==> src/rtl/timer_counter_pkg.sv <==
// package of offsets, fields, reset values and types for the 8-bit timer/counter
package timer_counter_pkg;

  // ==========================================================================
  // bus map (byte addresses)
  localparam logic [7:0] OFF_COUNT = 8'h00;
  localparam logic [7:0] OFF_OPTION = 8'h04;
  localparam logic [7:0] OFF_INTCTL = 8'h08;
  localparam logic [7:0] OFF_STATUS = 8'h0C;
  localparam logic [7:0] OFF_CLEAR = 8'h10;
  localparam logic [7:0] OFF_ENABLE = 8'h14;

  // ==========================================================================
  // option register fields
  localparam int CSS_BIT = 5;
  localparam int SES_BIT = 4;
  localparam int PSA_BIT = 3;
  localparam int RATE_LSB = 0;
  localparam logic [7:0] OPTION_RST = 8'hFF;

  // ==========================================================================
  // interrupt fields (status, clear and enable use bit 2; control holds the enable at bit 5 and the flag at bit 2)
  localparam int OVF_EN_BIT = 5;
  localparam int OVF_FLAG_BIT = 2;

  // ==========================================================================
  // counting and bus constants
  localparam logic [7:0] COUNT_RST = 8'h00;
  localparam logic [7:0] COUNT_MAX = 8'hFF;
  localparam logic [7:0] PRESC_RST = 8'h00;
  localparam logic [1:0] WRITE_HOLD = 2'h2;
  localparam logic [1:0] HOLD_NONE = 2'h0;
  localparam logic [1:0] HOLD_STEP = 2'h1;
  localparam logic [1:0] HTRANS_NONSEQ = 2'h2;

  // ==========================================================================
  // types
  typedef enum logic [1:0] {PH_ONE, PH_TWO, PH_THREE, PH_FOUR} phase_t;

  typedef struct packed {
    logic spare7;
    logic spare6;
    logic clock_source_select;
    logic source_edge_select;
    logic prescaler_assign;
    logic [2:0] prescale_rate;
  } option_t;

  typedef struct packed {
    logic sel;
    logic wr;
    logic [7:0] addr;
  } ahb_req_t;

endpackage : timer_counter_pkg

==> src/rtl/eight_bit_timer_counter.sv <==
// 8-bit timer/counter with shared prescaler, AHB-Lite register slave
`timescale 1ns/10ps
// Behaviour
// [RULE1] clock_source_select clear: count advances once per instruction cycle without prescaler.
// [RULE2] after a count write, counting pauses two instruction cycles, then resumes.
// [RULE3] clock_source_select set: count advances on chosen external_count_input edge.
// [RULE4] source_edge_select clear picks rising edges, set picks falling edges.
// [RULE5] overflow_flag sets when count wraps from FFh to 00h.
// [RULE6] overflow interrupt requested only while overflow_int_enable (bit 5) is set.
// [RULE7] overflow_flag (bit 2) stays set until software clears it.
// [RULE8] timer stops during sleep, so overflow never wakes the processor.
// [RULE9] with no prescaler, external input passes straight to the synchroniser.
// [RULE10] external path sampled on phase_two and phase_four of each cycle.
// [RULE11] one 8-bit prescaler, shared by timer and watchdog.
// [RULE12] prescaler_assign set gives prescaler to watchdog, clear gives it to timer.
// [RULE13] prescale_rate 000..111 gives timer 1:2..1:256, watchdog 1:1..1:128.
// [RULE14] count_register reads current count; writing loads the written value.
module eight_bit_timer_counter (
  // clock and reset
  input wire logic clock_i,
  input wire logic rst_i,
  // ahb-lite slave
  input wire logic hsel_i,
  input wire logic [31:0] haddr_i,
  input wire logic [1:0] htrans_i,
  input wire logic hwrite_i,
  input wire logic [2:0] hsize_i,
  input wire logic [31:0] hwdata_i,
  input wire logic hready_i,
  output logic [31:0] hrdata_o,
  output logic hreadyout_o,
  output logic hresp_o,
  // pins and system
  input wire logic external_count_input_i,
  input wire logic sleep_i,
  input wire logic wdt_tick_i,
  output logic wdt_tick_o,
  output logic irq_o
);
  import timer_counter_pkg::*;

  // ==========================================================================
  // state
  phase_t phase_r, phase_nxt;
  ahb_req_t req_r, req_nxt;
  option_t option_r, option_nxt;
  logic [7:0] count_r, count_nxt;
  logic [7:0] presc_r, presc_nxt;
  logic [1:0] hold_r, hold_nxt;
  logic flag_r, flag_nxt;
  logic ovf_en_r, ovf_en_nxt;
  logic [31:0] rdata_r, rdata_nxt;
  logic sync1_r, sync2_r, sync3_r;
  logic ext_lvl_r, ext_lvl_nxt;
  logic edge_prev_r, edge_prev_nxt;
  logic samp_r, samp_nxt;
  logic samp_prev_r, samp_prev_nxt;
  logic wdt_out_r, wdt_out_nxt;

  // ==========================================================================
  // combinational helpers
  logic addr_ok;
  logic wr_cycle;
  logic wr_count, wr_option, wr_intctl, wr_clear, wr_enable;
  logic cycle_tick;
  logic sample_tick;
  logic ext_rise;
  logic ext_fall;
  logic samp_rise;
  logic samp_fall;
  logic ext_edge;
  logic to_timer;
  logic [7:0] rate_mask;
  logic [7:0] wdt_mask;
  logic presc_full;
  logic presc_step;
  logic presc_bit;
  logic feed_lvl;
  logic inc;
  logic ovf;
  logic [7:0] wdata8;

  assign addr_ok = hsel_i && htrans_i[1] && hready_i;
  assign wr_cycle = req_r.sel && req_r.wr;
  assign wdata8 = hwdata_i[7:0];
  assign wr_count = wr_cycle && (req_r.addr == OFF_COUNT);
  assign wr_option = wr_cycle && (req_r.addr == OFF_OPTION);
  assign wr_intctl = wr_cycle && (req_r.addr == OFF_INTCTL);
  assign wr_clear = wr_cycle && (req_r.addr == OFF_CLEAR);
  assign wr_enable = wr_cycle && (req_r.addr == OFF_ENABLE);

  // one clock per internal phase; four phases make one instruction cycle
  assign cycle_tick = (phase_r == PH_FOUR);
  assign sample_tick = (phase_r == PH_TWO) || (phase_r == PH_FOUR); // [RULE10]

  // edge choice sits after the detectors, so flipping the select bit alone counts nothing
  assign ext_rise = ext_lvl_r && !edge_prev_r;
  assign ext_fall = !ext_lvl_r && edge_prev_r;
  assign ext_edge = option_r.source_edge_select ? ext_fall : ext_rise; // [RULE4]
  assign samp_rise = samp_r && !samp_prev_r;
  assign samp_fall = !samp_r && samp_prev_r;

  assign to_timer = !option_r.prescaler_assign; // [RULE12]
  // timer rate 2^(rate+1), watchdog rate 2^rate
  assign rate_mask = 8'((9'h002 << option_r.prescale_rate) - 9'h001);
  assign wdt_mask = rate_mask >> 1; // [RULE13]
  assign presc_full = (presc_r & rate_mask) == rate_mask;
  assign presc_bit = presc_r[option_r.prescale_rate]; // [RULE13]

  // level fed to the phase sampler in counter mode
  always_comb begin
    if (to_timer) begin
      feed_lvl = presc_bit; // [RULE11]
    end else begin
      feed_lvl = ext_lvl_r; // [RULE9]
    end
  end

  // count increment source
  always_comb begin
    presc_step = 1'b0;
    inc = 1'b0;
    if (!option_r.clock_source_select) begin
      if (to_timer) begin
        presc_step = cycle_tick;
        inc = cycle_tick && presc_full;
      end else begin
        inc = cycle_tick; // [RULE1]
      end
    end else begin
      presc_step = to_timer && ext_edge;
      if (to_timer || !option_r.source_edge_select) begin
        inc = samp_rise; // [RULE3]
      end else begin
        inc = samp_fall; // [RULE4]
      end
    end
    if (!option_r.prescaler_assign) begin
      presc_step = presc_step && (hold_r == HOLD_NONE);
    end else begin
      presc_step = wdt_tick_i;
    end
    if ((hold_r != HOLD_NONE) || sleep_i) begin
      inc = 1'b0; // [RULE2] [RULE8]
    end
  end

  assign ovf = inc && (count_r == COUNT_MAX); // [RULE5]

  // ==========================================================================
  // next-state logic
  always_comb begin
    phase_nxt = phase_r;
    req_nxt = req_r;
    option_nxt = option_r;
    count_nxt = count_r;
    presc_nxt = presc_r;
    hold_nxt = hold_r;
    flag_nxt = flag_r;
    ovf_en_nxt = ovf_en_r;
    rdata_nxt = rdata_r;
    ext_lvl_nxt = ext_lvl_r;
    edge_prev_nxt = ext_lvl_r;
    samp_nxt = samp_r;
    samp_prev_nxt = samp_r;
    wdt_out_nxt = 1'b0;

    // phases stand still in sleep; the synchroniser and edge detectors still follow the pin
    if (!sleep_i) begin
      case (phase_r)
        PH_ONE: phase_nxt = PH_TWO;
        PH_TWO: phase_nxt = PH_THREE;
        PH_THREE: phase_nxt = PH_FOUR;
        PH_FOUR: phase_nxt = PH_ONE;
        default: phase_nxt = PH_ONE;
      endcase
    end

    // a pin change counts once two synchroniser stages agree
    if (sync2_r == sync3_r) begin
      ext_lvl_nxt = sync3_r;
    end

    if (sample_tick && !sleep_i) begin
      samp_nxt = feed_lvl; // [RULE10]
    end

    // prescaler
    if (presc_step && !(sleep_i && to_timer)) begin
      presc_nxt = presc_r + 8'h01; // [RULE11]
    end
    if (option_r.prescaler_assign && wdt_tick_i) begin
      wdt_out_nxt = (presc_r & wdt_mask) == wdt_mask; // [RULE12]
    end

    // write hold counts down on instruction cycle boundaries
    if (cycle_tick && (hold_r != HOLD_NONE) && !sleep_i) begin
      hold_nxt = hold_r - HOLD_STEP; // [RULE2]
    end

    if (inc) begin
      count_nxt = count_r + 8'h01; // [RULE1]
    end

    // set wins over a clear in the same cycle
    if (wr_intctl && !wdata8[OVF_FLAG_BIT]) begin
      flag_nxt = 1'b0; // [RULE7]
    end
    if (wr_clear && wdata8[OVF_FLAG_BIT]) begin
      flag_nxt = 1'b0; // [RULE7]
    end
    if (ovf) begin
      flag_nxt = 1'b1; // [RULE5]
    end

    if (wr_intctl) begin
      ovf_en_nxt = wdata8[OVF_EN_BIT];
    end
    if (wr_enable) begin
      ovf_en_nxt = wdata8[OVF_FLAG_BIT];
    end
    if (wr_option) begin
      option_nxt = option_t'(wdata8);
    end
    if (wr_count) begin
      count_nxt = wdata8; // [RULE14]
      hold_nxt = WRITE_HOLD; // [RULE2]
      if (to_timer) begin
        presc_nxt = PRESC_RST;
      end
    end

    // address phase capture and read data
    req_nxt.sel = addr_ok;
    req_nxt.wr = hwrite_i;
    req_nxt.addr = haddr_i[7:0];
    if (addr_ok && !hwrite_i) begin
      rdata_nxt = 32'h0000_0000;
      if (haddr_i[31:8] == 24'h00_0000) begin
        case (haddr_i[7:0])
          OFF_COUNT: rdata_nxt[7:0] = count_nxt; // [RULE14]
          OFF_OPTION: rdata_nxt[7:0] = option_nxt;
          OFF_INTCTL: begin
            rdata_nxt[OVF_EN_BIT] = ovf_en_nxt;
            rdata_nxt[OVF_FLAG_BIT] = flag_nxt; // [RULE7]
          end
          OFF_STATUS: rdata_nxt[OVF_FLAG_BIT] = flag_nxt;
          OFF_ENABLE: rdata_nxt[OVF_FLAG_BIT] = ovf_en_nxt;
          default: rdata_nxt = 32'h0000_0000;
        endcase
      end
    end
    if (addr_ok && (haddr_i[31:8] != 24'h00_0000)) begin
      req_nxt.sel = 1'b0;
    end
  end

  // ==========================================================================
  // registers
  always_ff @(posedge clock_i) begin
    sync1_r <= external_count_input_i;
    sync2_r <= sync1_r;
    sync3_r <= sync2_r;
    if (rst_i) begin
      phase_r <= PH_ONE;
      req_r <= '0;
      option_r <= option_t'(OPTION_RST);
      count_r <= COUNT_RST;
      presc_r <= PRESC_RST;
      hold_r <= HOLD_NONE;
      flag_r <= 1'b0;
      ovf_en_r <= 1'b0;
      rdata_r <= 32'h0000_0000;
      ext_lvl_r <= 1'b0;
      edge_prev_r <= 1'b0;
      samp_r <= 1'b0;
      samp_prev_r <= 1'b0;
      wdt_out_r <= 1'b0;
    end else begin
      phase_r <= phase_nxt;
      req_r <= req_nxt;
      option_r <= option_nxt;
      count_r <= count_nxt;
      presc_r <= presc_nxt;
      hold_r <= hold_nxt;
      flag_r <= flag_nxt;
      ovf_en_r <= ovf_en_nxt;
      rdata_r <= rdata_nxt;
      ext_lvl_r <= ext_lvl_nxt;
      edge_prev_r <= edge_prev_nxt;
      samp_r <= samp_nxt;
      samp_prev_r <= samp_prev_nxt;
      wdt_out_r <= wdt_out_nxt;
    end
  end

  // ==========================================================================
  // outputs
  assign hrdata_o = rdata_r;
  assign hreadyout_o = 1'b1;
  assign hresp_o = 1'b0;
  assign wdt_tick_o = wdt_out_r;
  assign irq_o = flag_r && ovf_en_r; // [RULE6]

endmodule : eight_bit_timer_counter

==> config.mk <==
export PLATFORM = sky130hd
export DESIGN_NAME = eight_bit_timer_counter
export DESIGN_NICKNAME = d
export VERILOG_FILES = /design/src/rtl/timer_counter_pkg.sv /design/src/rtl/eight_bit_timer_counter.sv
export SDC_FILE = /design/constraint.sdc
export NUM_CORES = 1
export LEC_CHECK = 0
export ABC_AREA = 1
export BUFFER_PORTS_ARGS = -buffer_cell sky130_fd_sc_hd__buf_4
export CAP_MARGIN = 15
export CELL_PAD_IN_SITES_DETAIL_PLACEMENT = 0
export CELL_PAD_IN_SITES_GLOBAL_PLACEMENT = 2
export CORE_AREA = 4 4 117 119
export CTS_CLUSTER_SIZE = 24
export DETAILED_ROUTE_END_ITERATION = 8
export DIE_AREA = 0 0 121 123
export GPL_TIMING_DRIVEN = 0
export PLACE_DENSITY_LB_ADDON = 0.1
export SETUP_SLACK_MARGIN = 0.4
export SLEW_MARGIN = 20
export SYNTH_ARGS = -nofsm -noshare
export SYNTH_HDL_FRONTEND = slang
export SYNTH_SLANG_ARGS = --single-unit
==> constraint.sdc <==
create_clock -name clock_i -period 3 [get_ports clock_i]
set_input_delay 0.75 -clock clock_i [delete_from_list [all_inputs] [get_ports clock_i]]
set_output_delay 0.75 -clock clock_i [all_outputs]
set_load 0.05 [all_outputs]
# Word-level counts from Yosys, hierarchy flattened

Index checks and enable logic that the tools add are counted.
Widths: inputs -> output; s select.

Add/sub/neg operators: 4
Multiply operators: 0
Divide/modulo/power cells: 0
$lt $le $gt $ge: 1
Equality and inequality tests: 15
Shift-type cells: 1
Multiplexer cells: 31
Bitwise logic cells: 3
Reduce and logical (&&, ||, !) cells: 52

Operator list:

| cell                | number |
|---|---|
| $mux 8              | 7 |
| $logic_and 1x1->1   | 27 |
| $eq 8x4->1 const B  | 3 |
| $eq 8x5->1 const B  | 3 |
| $logic_not 24->1    | 1 |
| $reduce_bool 24->1  | 1 |
| $add 8x1->8 const B | 2 |
| $eq 8x3->1 const B  | 2 |
| $logic_not 8->1     | 2 |
| $mux 1              | 15 |
| $pmux 2 s2          | 3 |
| $logic_not 1->1     | 10 |
| $and 8x7->8         | 1 |
| $and 8x8->8         | 1 |
| $eq 8x7->1          | 1 |
| $eq 8x8->1          | 1 |
| $eq 8x8->1 const B  | 1 |
| $pmux 2 s4          | 1 |
| $reduce_or 2->1     | 4 |
| $shl 2x3->8 const A | 1 |
| $sub 8x1->8 const B | 1 |
| $eq 2x2->1 const B  | 2 |
| $logic_not 2->1     | 2 |
| $lt 3x4->1 const B  | 1 |
| other kinds (10)    | 14 |

Register bits: 80
Latch bits: 0
Memory bits (writable): 0
Memory bits (read-only): 0
Input port bits: 77
Output and inout port bits: 36
Word-level logic and storage cells: 132
Memories kept: 0

# Logic depth before layout (Yosys ltp)

Gate-level depths: netlist (run 1).

Depth in word-level cells: 12
Gate-level depth with buffers: 23
Gate-level depth less buffers: 22

# Worst setup path after synthesis (run 1)

OpenSTA, ideal clock, no wires.

Kind: register to register
Start point: register option_r[1] (netlist bit)
End point: register rdata_r[6] (netlist: hrdata_o[6])
Library setup time: 131 ps
Arrival: 1938 ps
Setup slack: 931 ps
Cell stages (with the launch flop): 22
Clock period less this slack: 2069 ps
Cell sequence: dfxtp_1 > buf_4 > inv_2 > nand2_1 > inv_1 > nand2_1 > ha_1 > o21ai_0 > nor2_1 > nand3_1 > nor2_2 > nand2_2 > nand2_4 > nand2_8 > nand2_2 > nand2_1 > nand2_1 > nand2_1 > nand2_1 > nand2_1 > nand2_1 > a21oi_2

Longest elaborated chain between the ends: 12

Ends and longest elaborated chain:

| item                   | RTL line                       | RTL |
|---|---|---|
| from (decl)            | eight_bit_timer_counter.sv:46  | `option_t option_r, option_nxt;` |
| from (signal assigned) | eight_bit_timer_counter.sv:267 | `option_r <= option_t'(OPTION_RST);` |
| from (signal assigned) | eight_bit_timer_counter.sv:282 | `option_r <= option_nxt;` |
| $shl 2x3->8 *          | eight_bit_timer_counter.sv:105 | `assign rate_mask = 8'((9'h002 << option_r.prescale_rate) - 9'h001);` |
| $sub 8x1->8 *          | eight_bit_timer_counter.sv:105 |  |
| $and 8x8->8            | eight_bit_timer_counter.sv:107 | `assign presc_full = (presc_r & rate_mask) == rate_mask;` |
| $eq 8x8->1 *           | eight_bit_timer_counter.sv:107 |  |
| $logic_and 1x1->1 *    | eight_bit_timer_counter.sv:126 | `inc = cycle_tick && presc_full;` |
| $mux 1 *               | eight_bit_timer_counter.sv:124 | `if (to_timer) begin` |
| $mux 1 *               | eight_bit_timer_counter.sv:123 | `if (!option_r.clock_source_select) begin` |
| $mux 1 *               | eight_bit_timer_counter.sv:143 | `if ((hold_r != HOLD_NONE) \|\| sleep_i) begin` |
| $mux 8 *               | eight_bit_timer_counter.sv:201 | `if (inc) begin` |
| $mux 8 *               | eight_bit_timer_counter.sv:225 | `if (wr_count) begin` |
| $pmux 2 s2 *           | eight_bit_timer_counter.sv:240 | `case (haddr_i[7:0])` |
| $mux 8 *               | eight_bit_timer_counter.sv:239 | `if (haddr_i[31:8] == 24'h00_0000) begin` |
| to (signal assigned)   | eight_bit_timer_counter.sv:288 | `rdata_r <= rdata_nxt;` |
| to (decl)              | eight_bit_timer_counter.sv:52  | `logic [31:0] rdata_r, rdata_nxt;` |

Every way passes the cells marked *; elsewhere a longest branch is shown, timed or not.
A chain may end at the register's enable or synchronous reset.

# Worst setup path in the final report (run 1)

Start point: register option_r[1] (netlist bit)
End point: register rdata_r[3] (netlist: hrdata_o[3])

The elaborated chain is that of the path after synthesis.

==> run metrics, run 1 <==
status completed; most frequent cells after synthesis 109 x nand2_1, 56 x dfxtp_1, 53 x inv_1; worst-margin pin slew 0.706 ns; Combinational Power Share 14.3%; Cell Area, Synth roughly 3300 sq um; hold depth 0; critical path type flip-flop to flip-flop; Horiz. Die Dim ~120 um; most common flop cell mapped by yosys dfxtp_1; internal power 1250 uW; synthesized instance count 477; Hold Path End sync2_r; Yosys top cell area share ~34%; DR pass1 iterations 4; Worst Hold Class flip-flop to flip-flop; Clock transition at path regs 0.07 ns; Critical Path AT 2.61 ns; post-synthesis cell type count 39; Clock power frac 39.5%; NetSw 430 uW; Num CTS Buffers 5; Post-synth EDFFs 0; Register-to-Register Path Depth 18; r2r startpoint option_r[1]; first-pass GRT wire length roughly 15 mm; Synth Warn # 0; most common cell in the netlist nand2_1; Rows 41; placed cell area about 4000 sq um; vias in the first global route 3,060; drt drc 0; I/O Buffers 58; antenna viol nets, final 0; Via density ~4.2; synth top area cells dfxtp_1 34%, nand2_1 13%, nand3_1 6.8%; final hold vios 0; Max Slew Vio Count 0; Hold WS 0.328 ns; TritonCTS sink count 56; Seq cells post-synth 56; worst vdd ir roughly 0.00026 V; cell total after placement ~730; total track usage 12.7%; FILL cells 1,393; # diodes 0; CTS max path bufs 2; sequential cell area fraction in the yosys report 34.4%; Max-Cap Viols 0; crit start category flip-flop; Mean Syn Cell Area 6.83 sq um; Rel. slew slack 52.7%; Worst setup EP type flip-flop; GPL Wtd Cong about 0.79; root buffer cell clkbuf_16; fin cells ~750; PwrDens approximately 400 nW/um^2; dpl hpwl 7.51 mm; FMAX 420 MHz; post-synth top area cell dfxtp_1; final wirelength 9.34 mm; Max H-tree Level 2; pin count of the biggest net entering global routing 17; hold buffer count at CTS 0; Via Count 3,150; initial antenna violation count 0; worst skew pair latency 0.29 ns; FF-to-FF setup slack 0.62 ns; WL per Instance 12.5 um; RR Endpoint hrdata_o[3]; Die Y 123 um; post-layout min period 2.38 ns; Initial Util roughly 26%; core area 12,600 sq um; RSZ-0062 raised after global routing false; Final nets 657; Sw Ratio 25.6%; CTS tree yes; Final period util 79.4%; leak pwr 0.00197 uW; boundary pin count 113; die footprint about 15,000 sq um; critical path peak fanout 8; setup_tns 0 ns; required time of the critical path about 3.2 ns; layout cells sized above 1 between 20% and 30%; Hold Startpoint sync1_r; final non-filler cell area 4290 sq um; Layout area overhead 31.8%; async set-or-reset flop fraction in the synthesized netlist 0%; Initial DRC Count 138; total gr overflow 0; Final Skew 0.00472 ns; Flop pwr share 46.3%; Setup-failing EPs final 0
## routing by layer
| layer | up-vias | routed length [um] | global-route usage, % |
|---|---|---|---|
| li1 | 1666 | - | - |
| met1 | 1402 | 4620 | 17.7 |
| met4 | 0 | 97 | 3.19 |
| met3 | 6 | 479 | 2.20 |
| met5 | - | 0 | 0 |
| met2 | 76 | 4140 | 20.6 |
## flip-flops by register name (all words and copies together) (netlist names)
name / cells
sync1_r: 1
edge_prev_r: 1
hold_r: 2
hrdata_o: 8
flag_r: 1
presc_r: 8
ovf_en_r: 1
req_r: 10
wdt_tick_o: 1
samp_prev_nxt: 1
count_r: 8
sync3_r: 1
sync2_r: 1
edge_prev_nxt: 1
samp_prev_r: 1
option_r: 8
phase_r: 2
## power by group through the flow
stage | Combinational (uW) | Sequential [uW] | Clock (uW)
final | 239 | 775 | 661
after global routing | 264 | 778 | 719
after CTS | 237 | 774 | 688
after detailed placement | 237 | 792 | 0
after global placement | 236 | 792 | 0
after floorplan | 161 | 789 | 0
## cells in the final DEF (no fill, tap or decap), drive strengths merged
master / n
o221ai: 1
nor3: 14
a21oi: 20
nand2: 118
xor2: 6
nand4: 1
a22oi: 1
ha: 8
bufinv: 1
or2: 9
a221oi: 1
and2: 2
nand3: 46
a31oi: 1
nor4: 11
clkinv: 2
o211ai: 3
clkbuf: 10
xnor2: 4
inv: 59
nor2: 55
nand3b: 1
buf: 92
o21ai: 22
a211oi: 3
conb: 26
dfxtp: 56
## worst max-delay path by stage
stage | startpoint | to | slack (ns)
final | option_r[1] | hrdata_o[3] | 0.62
after floorplan | option_r[1] | hrdata_o[6] | 0.93
after global routing | option_r[1] | hrdata_o[2] | 0.38
after detailed placement | haddr_i[1] | hrdata_o[3] | 0.46
after global placement | haddr_i[1] | hrdata_o[3] | 0.39
after CTS | option_r[1] | hrdata_o[2] | 0.44
## repair_timing
action,in CTS,in global routing
setup buffers,0,4
setup endpoints to repair,0,9
gates resized for setup,0,24
## stage by stage
| stage | setup WS, ns | power [uW] | utilization [%] |
|---|---|---|---|
| 3_3_place_gp | 0.391 | 1030 | 31.8 |
| 6_report | 0.619 | 1680 | 34.1 |
| 2_1_floorplan | 0.931 | 951 | - |
| 4_1_cts | 0.444 | 1700 | 33.1 |
| 3_5_place_dp | 0.457 | 1030 | 31.8 |
| 5_1_grt | 0.382 | 1760 | 34.1 |
## cell type report
| class | instances | area (sq um) | area share [%] |
|---|---|---|---|
| inverters | 60 | 228 | 5.31 |
| flip-flops and latches | 56 | 1120 | 26.2 |
| repair buffers | 62 | 465 | 10.8 |
| clock inverters | 2 | 35.0 | 0.816 |
| well taps | 172 | 215 | 5.01 |
| multi-input cells | 353 | 1860 | 43.4 |
| clock buffers | 6 | 129 | 3.00 |
| plain buffers | 34 | 236 | 5.51 |
## cell families (layout without fill, tap and decap cells)
family | Yosys count | after routing | synth area share [%]
AND/OR/NAND/NOR | 255 | 257 | 36.1
buffers and inverters | 94 | 164 | 14.1
flip-flops | 56 | 56 | 34.4
AO/OA/AOI/OAI | 52 | 52 | 9.38
XOR/XNOR | 10 | 10 | 2.69
adder cells (fa/ha/maj) | 8 | 8 | 3.07
other | 2 | 26 | 0.231
## critical path, stage by stage, from the launching register on
cell and delay, ns:
dfxtp_1 0.31, buf_6 0.14, nor2_4 0.15, nand2_2 0.10, ha_4 0.27, o21ai_1 0.06
nor2_1 0.11, nand3_1 0.10, nor2_2 0.17, nand2_4 0.10, nand2_8 0.11, nand2_8 0.08
nand2_2 0.07, nand2_1 0.07, nand2_2 0.08, nand3_2 0.07, nand2_2 0.11, nand2_1 0.07
a21oi_2 0.13
Power figures use the tool's default switching activity.
==> run 2: changes to the inputs <==
==> constraint.sdc (replaced) <==
create_clock -name clock_i -period 2.5 [get_ports clock_i]
set_input_delay 0.625 -clock clock_i [delete_from_list [all_inputs] [get_ports clock_i]]
set_output_delay 0.625 -clock clock_i [all_outputs]
set_load 0.05 [all_outputs]
==> run metrics, run 2 (synthesized netlist as in run 1, its figures left out) <==
final wirelength 9.57 mm (was 9.34 mm); Die Y 123 um (unchanged); r2r startpoint option_r[1] (unchanged); WL per Instance 12.7 um (was 12.5 um); Max H-tree Level 2 (unchanged); Clock power frac 39.4% (was 39.5%); crit path from option_r[1] (unchanged); root buffer cell clkbuf_16 (unchanged); Layout area overhead 38.0% (was 31.8%); PwrDens 450 nW/um^2 (was 390 nW/um^2); commonest non-fill, non-tap cell in the layout buf_4 (was nand2_1); critical path peak fanout 6 (was 8); Worst Hold Class flip-flop to flip-flop (unchanged); Num CTS Buffers 5 (unchanged); Initial Util 25.9% (unchanged); Clock transition at path regs 0.07 ns (about the same); cell mode on critical path nand2_2 (unchanged); Total Power 2020 uW (was 1680 uW); critical path type flip-flop to flip-flop (unchanged); # diodes 0 (unchanged); NetSw 524 uW (was 430 uW); required time of the critical path 2.65 ns (was 3.23 ns); Via Count 3,221 (was 3,150); Rel. slew slack 43.6% (was 52.7%); FF-to-FF setup slack 0.21 ns (was 0.62 ns); worst vdd ir 0.000307 V (was 0.000256 V); internal power 1500 uW (was 1250 uW); FILL cells 1,392 (was 1,393); Final Skew 0.00546 ns (was 0.00472 ns); drt drc 0 (unchanged); total gr overflow 0 (unchanged); CTS max path bufs 2 (unchanged); Flop pwr share 46.0% (was 46.3%); initial antenna violation count 0 (unchanged); dpl hpwl 7.51 mm (unchanged); Setup-failing EPs final 0 (unchanged); boundary pin count 113 (unchanged); worst-margin pin slew 0.842 ns (was 0.706 ns); antenna viol nets, final 0 (unchanged); Initial DRC Count 135 (was 138); Sw Ratio 25.9% (was 25.6%); I/O Buffers 58 (unchanged); Worst path max stage delay 0.32 ns (was 0.31 ns); CTS tree yes (unchanged); GPL Wtd Cong 0.788 (unchanged); core area 12,600 sq um (unchanged); hold buffer count at CTS 0 (unchanged); setup_tns 0 ns (unchanged); die footprint 14,900 sq um (unchanged); critical-path cell list buf_6, inv_4, nand2_4, inv_4, nand2_4, ha_4, o21ai_2, nor2_1, nand3_1, nor2_2, nand2_2, nand2_4, buf_6, nand3_1, nand2_2, nand2_2, nand3_2, nand2_2, nand2_2, a21oi_2 (was buf_6, nor2_4, nand2_2, ha_4, o21ai_1, nor2_1, nand3_1, nor2_2, nand2_4, nand2_8, nand2_8, nand2_2, nand2_1, nand2_2, nand3_2, nand2_2, nand2_1, a21oi_2); status completed (unchanged); max reg flops 10 (unchanged); post-layout min period 2.29 ns (was 2.38 ns); Rows 41 (unchanged); Max Slew Vio Count 0 (unchanged); Via density 4.27 (was 4.23); total track usage 13.2% (was 12.7%); pin count of the biggest net entering global routing 17 (unchanged); crit start category flip-flop (unchanged); first-pass GRT wire length 15.6 mm (was 15.1 mm); vias in the first global route 3,131 (was 3,060); final hold vios 0 (unchanged); Max-Cap Viols 0 (unchanged); CP bufs+invs 4 (was 1); Critical Path AT 2.44 ns (was 2.61 ns); FMAX 437 MHz (was 420 MHz); Worst setup EP type flip-flop (unchanged); Slowest-stage cell, CP dfxtp_2 (was dfxtp_1); Final period util 91.5% (was 79.4%); Combinational Power Share 14.6% (was 14.3%); commonest cells after routing, fill and taps aside 97 x buf_4, 85 x nand2_1, 53 x dfxtp_1, 51 x inv_1, 48 x nor2_1 (was 99 x nand2_1, 88 x buf_4, 55 x dfxtp_1, 52 x inv_1, 48 x nor2_1); Final nets 667 (was 657); RSZ-0062 raised after global routing true (was false); cell count along the critical path 20 (was 18); DR pass1 iterations 4 (unchanged); TritonCTS sink count 56 (unchanged); worst skew pair latency 0.29 ns (about the same); Horiz. Die Dim 121 um (unchanged); crit path to hrdata_o[2] (was hrdata_o[3]); layout cells sized above 1 32.8% (was 26.5%); RR Endpoint hrdata_o[2] (was hrdata_o[3]); Register-to-Register Path Depth 20 (was 18); Crit path max-delay family simple AND/OR/NAND/NOR gates (unchanged); largest register by flop count req_r (unchanged); leak pwr 0.00204 uW (was 0.00197 uW)
## run 2: cell count changes in the layout (fill, tap and decap cells not counted), moves of 6 or more
cell / before / now
buf_4: 88 / 97
nand2_1: 99 / 85
nand2_2: 14 / 21
nand2_4: 3 / 11
nand3_1: 43 / 37
nand3_2: 3 / 9
## run 2: repair_timing
action | in CTS | in global routing
setup endpoints to repair | 17 | 25
setup buffers | 9 | 5
pin swaps | 21 | 31
gates resized for setup | 28 | 34
gates cloned | 2 | 0
## run 2: area by class of cell
type                            instances  area [sq um]  share of cell area (%)
Buffer                                 34           236                    5.26
Clock buffer                            6           129                    2.87
Clock inverter                          2          35.0                   0.780
Inverter                               60           233                    5.18
Multi-Input combinational cell        353          1970                    44.0
Sequential cell                        56          1120                    25.0
Tap cell                              172           215                    4.79
Timing Repair Buffer                   72           544                    12.1
## run 2: worst min-delay path by stage
stage | startpoint | endpoint | slack [ns] | cells after the start
CTS | sync1_r | sync2_r | 0.33 | 0
global route | sync1_r | sync2_r | 0.35 | 0
finish | sync1_r | sync2_r | 0.33 | 0
detailed placement | sync1_r | sync2_r | 0.31 | 0
global placement | sync1_r | sync2_r | 0.31 | 0
floorplan | sync1_r | sync2_r | 0.31 | 0
## run 2: per-stage QoR
step	utilization [%]	instances	instance area (sq um)	setup slack [ns]	hold slack, ns
after global routing	35.7	755	4490	0.0186	0.351
after detailed placement	31.8	731	4000	-0.0320	0.315
after global placement	31.8	731	4000	-0.00140	0.312
final	35.7	755	4490	0.213	0.328
after CTS	34.5	750	4340	0.166	0.332
after floorplan	-	501	3350	0.431	0.310
## run 2: power by group through the flow
| stage | combinational (uW) | sequential (uW) | clock, uW |
|---|---|---|---|
| final | 296 | 930 | 796 |
| after global routing | 325 | 933 | 863 |
| after CTS | 288 | 930 | 825 |
| after detailed placement | 285 | 951 | 0 |
| after global placement | 283 | 950 | 0 |
| after floorplan | 194 | 947 | 0 |
## run 2: per-layer routing
metal	part of all wire [%]	track usage, %	vias to the layer above
met1	50	18.1	1466
li1	-	-	1687
met2	45	21.7	63
met3	3.8	2.20	5
met5	0	0	-
met4	1.0	3.19	0
==> run 3: changes to the inputs <==
--- a/config.mk
+++ b/config.mk
@@ -17,6 +17,7 @@
 export GPL_TIMING_DRIVEN = 0
 export PLACE_DENSITY_LB_ADDON = 0.1
 export SETUP_SLACK_MARGIN = 0.4
+export SKIP_CTS_REPAIR_TIMING = 1
 export SLEW_MARGIN = 20
 export SYNTH_ARGS = -nofsm -noshare
 export SYNTH_HDL_FRONTEND = slang
==> constraint.sdc (replaced) <==
create_clock -name clock_i -period 2.35 [get_ports clock_i]
set_input_delay 0.5875 -clock clock_i [delete_from_list [all_inputs] [get_ports clock_i]]
set_output_delay 0.5875 -clock clock_i [all_outputs]
set_load 0.05 [all_outputs]
==> run metrics, run 3 (synthesized netlist as in run 1, its figures left out) <==
final non-filler cell area 4430 sq um (was 4490 sq um); Worst Hold Class flip-flop to flip-flop (unchanged); Clock transition at path regs 0.07 ns (about the same); worst-margin pin slew 0.777 ns (was 0.842 ns); DR top layer met4 (unchanged); TritonCTS sink count 56 (unchanged); r2r startpoint option_r[1] (unchanged); layout cells sized above 1 31.1% (was 32.8%); status finished with violations (was completed); post-layout min period 2.37 ns (was 2.29 ns); critical-path cell list buf_6, nor2_4, nand2_4, ha_4, o21ai_2, nor2_1, nand3_1, nor2_2, nand2_4, nand2_8, nand2_8, nand2_2, nand2_2, nand2_2, nand3_2, nand2_2, nand2_2, a21oi_1 (was buf_6, inv_4, nand2_4, inv_4, nand2_4, ha_4, o21ai_2, nor2_1, nand3_1, nor2_2, nand2_2, nand2_4, buf_6, nand3_1, nand2_2, nand2_2, nand3_2, nand2_2, nand2_2, a21oi_2); Worst path max stage delay 0.32 ns (about the same); crit path to hrdata_o[2] (unchanged); Final Skew 0.00432 ns (was 0.00546 ns); largest register by flop count req_r (unchanged); Max-Cap Viols 0 (unchanged); CTS tree yes (unchanged); leak pwr 0.00202 uW (was 0.00204 uW); Via density 4.21 (was 4.27); Worst setup EP type flip-flop (unchanged); final hold vios 0 (unchanged); Slowest-stage cell, CP dfxtp_2 (unchanged); Max Slew Vio Count 0 (unchanged); core area 12,600 sq um (unchanged); final wirelength 9.32 mm (was 9.57 mm); met2 WL post-DR 4.22 mm (was 4.34 mm); root buffer cell clkbuf_16 (unchanged); Initial Util 25.9% (unchanged); Critical Path AT 2.59 ns (was 2.44 ns); antenna viol nets, final 0 (unchanged); Max H-tree Level 2 (unchanged); Final period util 101% (was 91.5%); I/O Buffers 58 (unchanged); RR Endpoint hrdata_o[2] (unchanged); Horiz. Die Dim 121 um (unchanged); FMAX 423 MHz (was 437 MHz); Rel. slew slack 48.0% (was 43.6%); vias in the first global route 2,952 (was 3,131); drt drc 0 (unchanged); WL met1 4.63 mm (was 4.77 mm); Initial DRC Count 89 (was 135); CTS max path bufs 2 (unchanged); commonest cells after routing, fill and taps aside 90 x nand2_1, 90 x buf_4, 51 x inv_1, 51 x dfxtp_1, 48 x nor2_1 (was 97 x buf_4, 85 x nand2_1, 53 x dfxtp_1, 51 x inv_1, 48 x nor2_1); total track usage 12.4% (was 13.2%); required time of the critical path 2.57 ns (was 2.65 ns); critical path peak fanout 7 (was 6); Layout area overhead 36.1% (was 38.0%); dpl hpwl 7.39 mm (was 7.51 mm); first-pass GRT wire length 14.6 mm (was 15.6 mm); Die Y 123 um (unchanged); critical path type flip-flop to flip-flop (unchanged); Rows 41 (unchanged); initial antenna violation count 0 (unchanged); total gr overflow 0 (unchanged); GPL Wtd Cong 0.795 (was 0.788); worst skew pair latency 0.29 ns (about the same); crit path from option_r[1] (unchanged); RSZ-0062 raised after global routing true (unchanged); FILL cells 1,369 (was 1,392); WL per Instance 12.5 um (was 12.7 um); placed cell area 4010 sq um (was 4000 sq um); DR pass1 iterations 4 (unchanged); Num CTS Buffers 5 (unchanged); Setup-failing EPs final 4 (was 0); die footprint 14,900 sq um (unchanged); met3 wire length 356 um (was 359 um); Via Count 3,150 (was 3,221); # diodes 0 (unchanged); pin count of the biggest net entering global routing 16 (was 17); failing checks negative setup slack; Total Power 2070 uW (was 2020 uW); crit start category flip-flop (unchanged); final worst slack -0.0167 ns (was 0.213 ns); Final nets 660 (was 667); FF-to-FF setup slack -0.02 ns (was 0.21 ns); PwrDens 468 nW/um^2 (was 450 nW/um^2); Register-to-Register Path Depth 18 (was 20); max reg flops 10 (unchanged); boundary pin count 113 (unchanged); cell mode on critical path nand2_2 (unchanged); worst vdd ir 0.000290 V (was 0.000307 V)
run 3: changes by cell type in the layout (fill, tap and decap cells not counted), moves of 4 or more:
cell / before / now
a21oi_1: 13 / 17
a21oi_2: 7 / 3
buf_4: 97 / 90
nand2_1: 85 / 90
nand2_4: 11 / 6
run 3: worst min-delay path by stage:
stage | cells after the start | slack, ns | end | from
after CTS | 0 | 0.35 | sync2_r | sync1_r
final | 0 | 0.34 | sync2_r | sync1_r
after detailed placement | 0 | 0.34 | sync2_r | sync1_r
after floorplan | 0 | 0.31 | sync2_r | sync1_r
after global placement | 0 | 0.31 | sync2_r | sync1_r
after global routing | 0 | 0.36 | sync2_r | sync1_r
run 3: where the power goes:
| group | switching (uW) | total, uW | leakage, uW | internal [uW] |
|---|---|---|---|---|
| Sequential | 17.2 | 991 | 0.000456 | 973 |
| Clock | 345 | 772 | 0.0000712 | 427 |
| Combinational | 194 | 311 | 0.00150 | 118 |
| Total | 555 | 2070 | 0.00202 | 1520 |
run 3: per-stage QoR:
step                utilization (%)  hold slack [ns]  std cells  setup WS [ns]  TNS (ns)
finish                         35.3            0.342        748        -0.0167   -0.0399
global route                   35.3            0.358        748         -0.227     -1.85
CTS                            33.1            0.352        739        -0.0678    -0.287
detailed placement             31.9            0.335        731        -0.0947    -0.311
global placement               31.9            0.313        731        -0.0761    -0.305
floorplan                         -            0.310        501          0.346         0
run 3: metal layers:
layer  GRT usage [%]  vias up
li1                -     1683
met1            17.4     1404
met2            19.9       56
met3            1.88        7
met4            3.61        0
met5               0        -
run 3: layout make-up:
class	count	area [sq um]	area share, %
multi-input cells	353	1970	44.6
flip-flops and latches	56	1130	25.4
repair buffers	65	500	11.3
plain buffers	34	236	5.34
inverters	60	230	5.20
well taps	172	215	4.86
clock buffers	8	146	3.30
run 3: critical path: cells and delay by family, from the launching register on:
kind,cells,cell delay [ns]
flops,1,0.32
buf+inv,1,0.13
fa+ha+maj,1,0.28
compound gates,2,0.17
simple gates,14,1.38
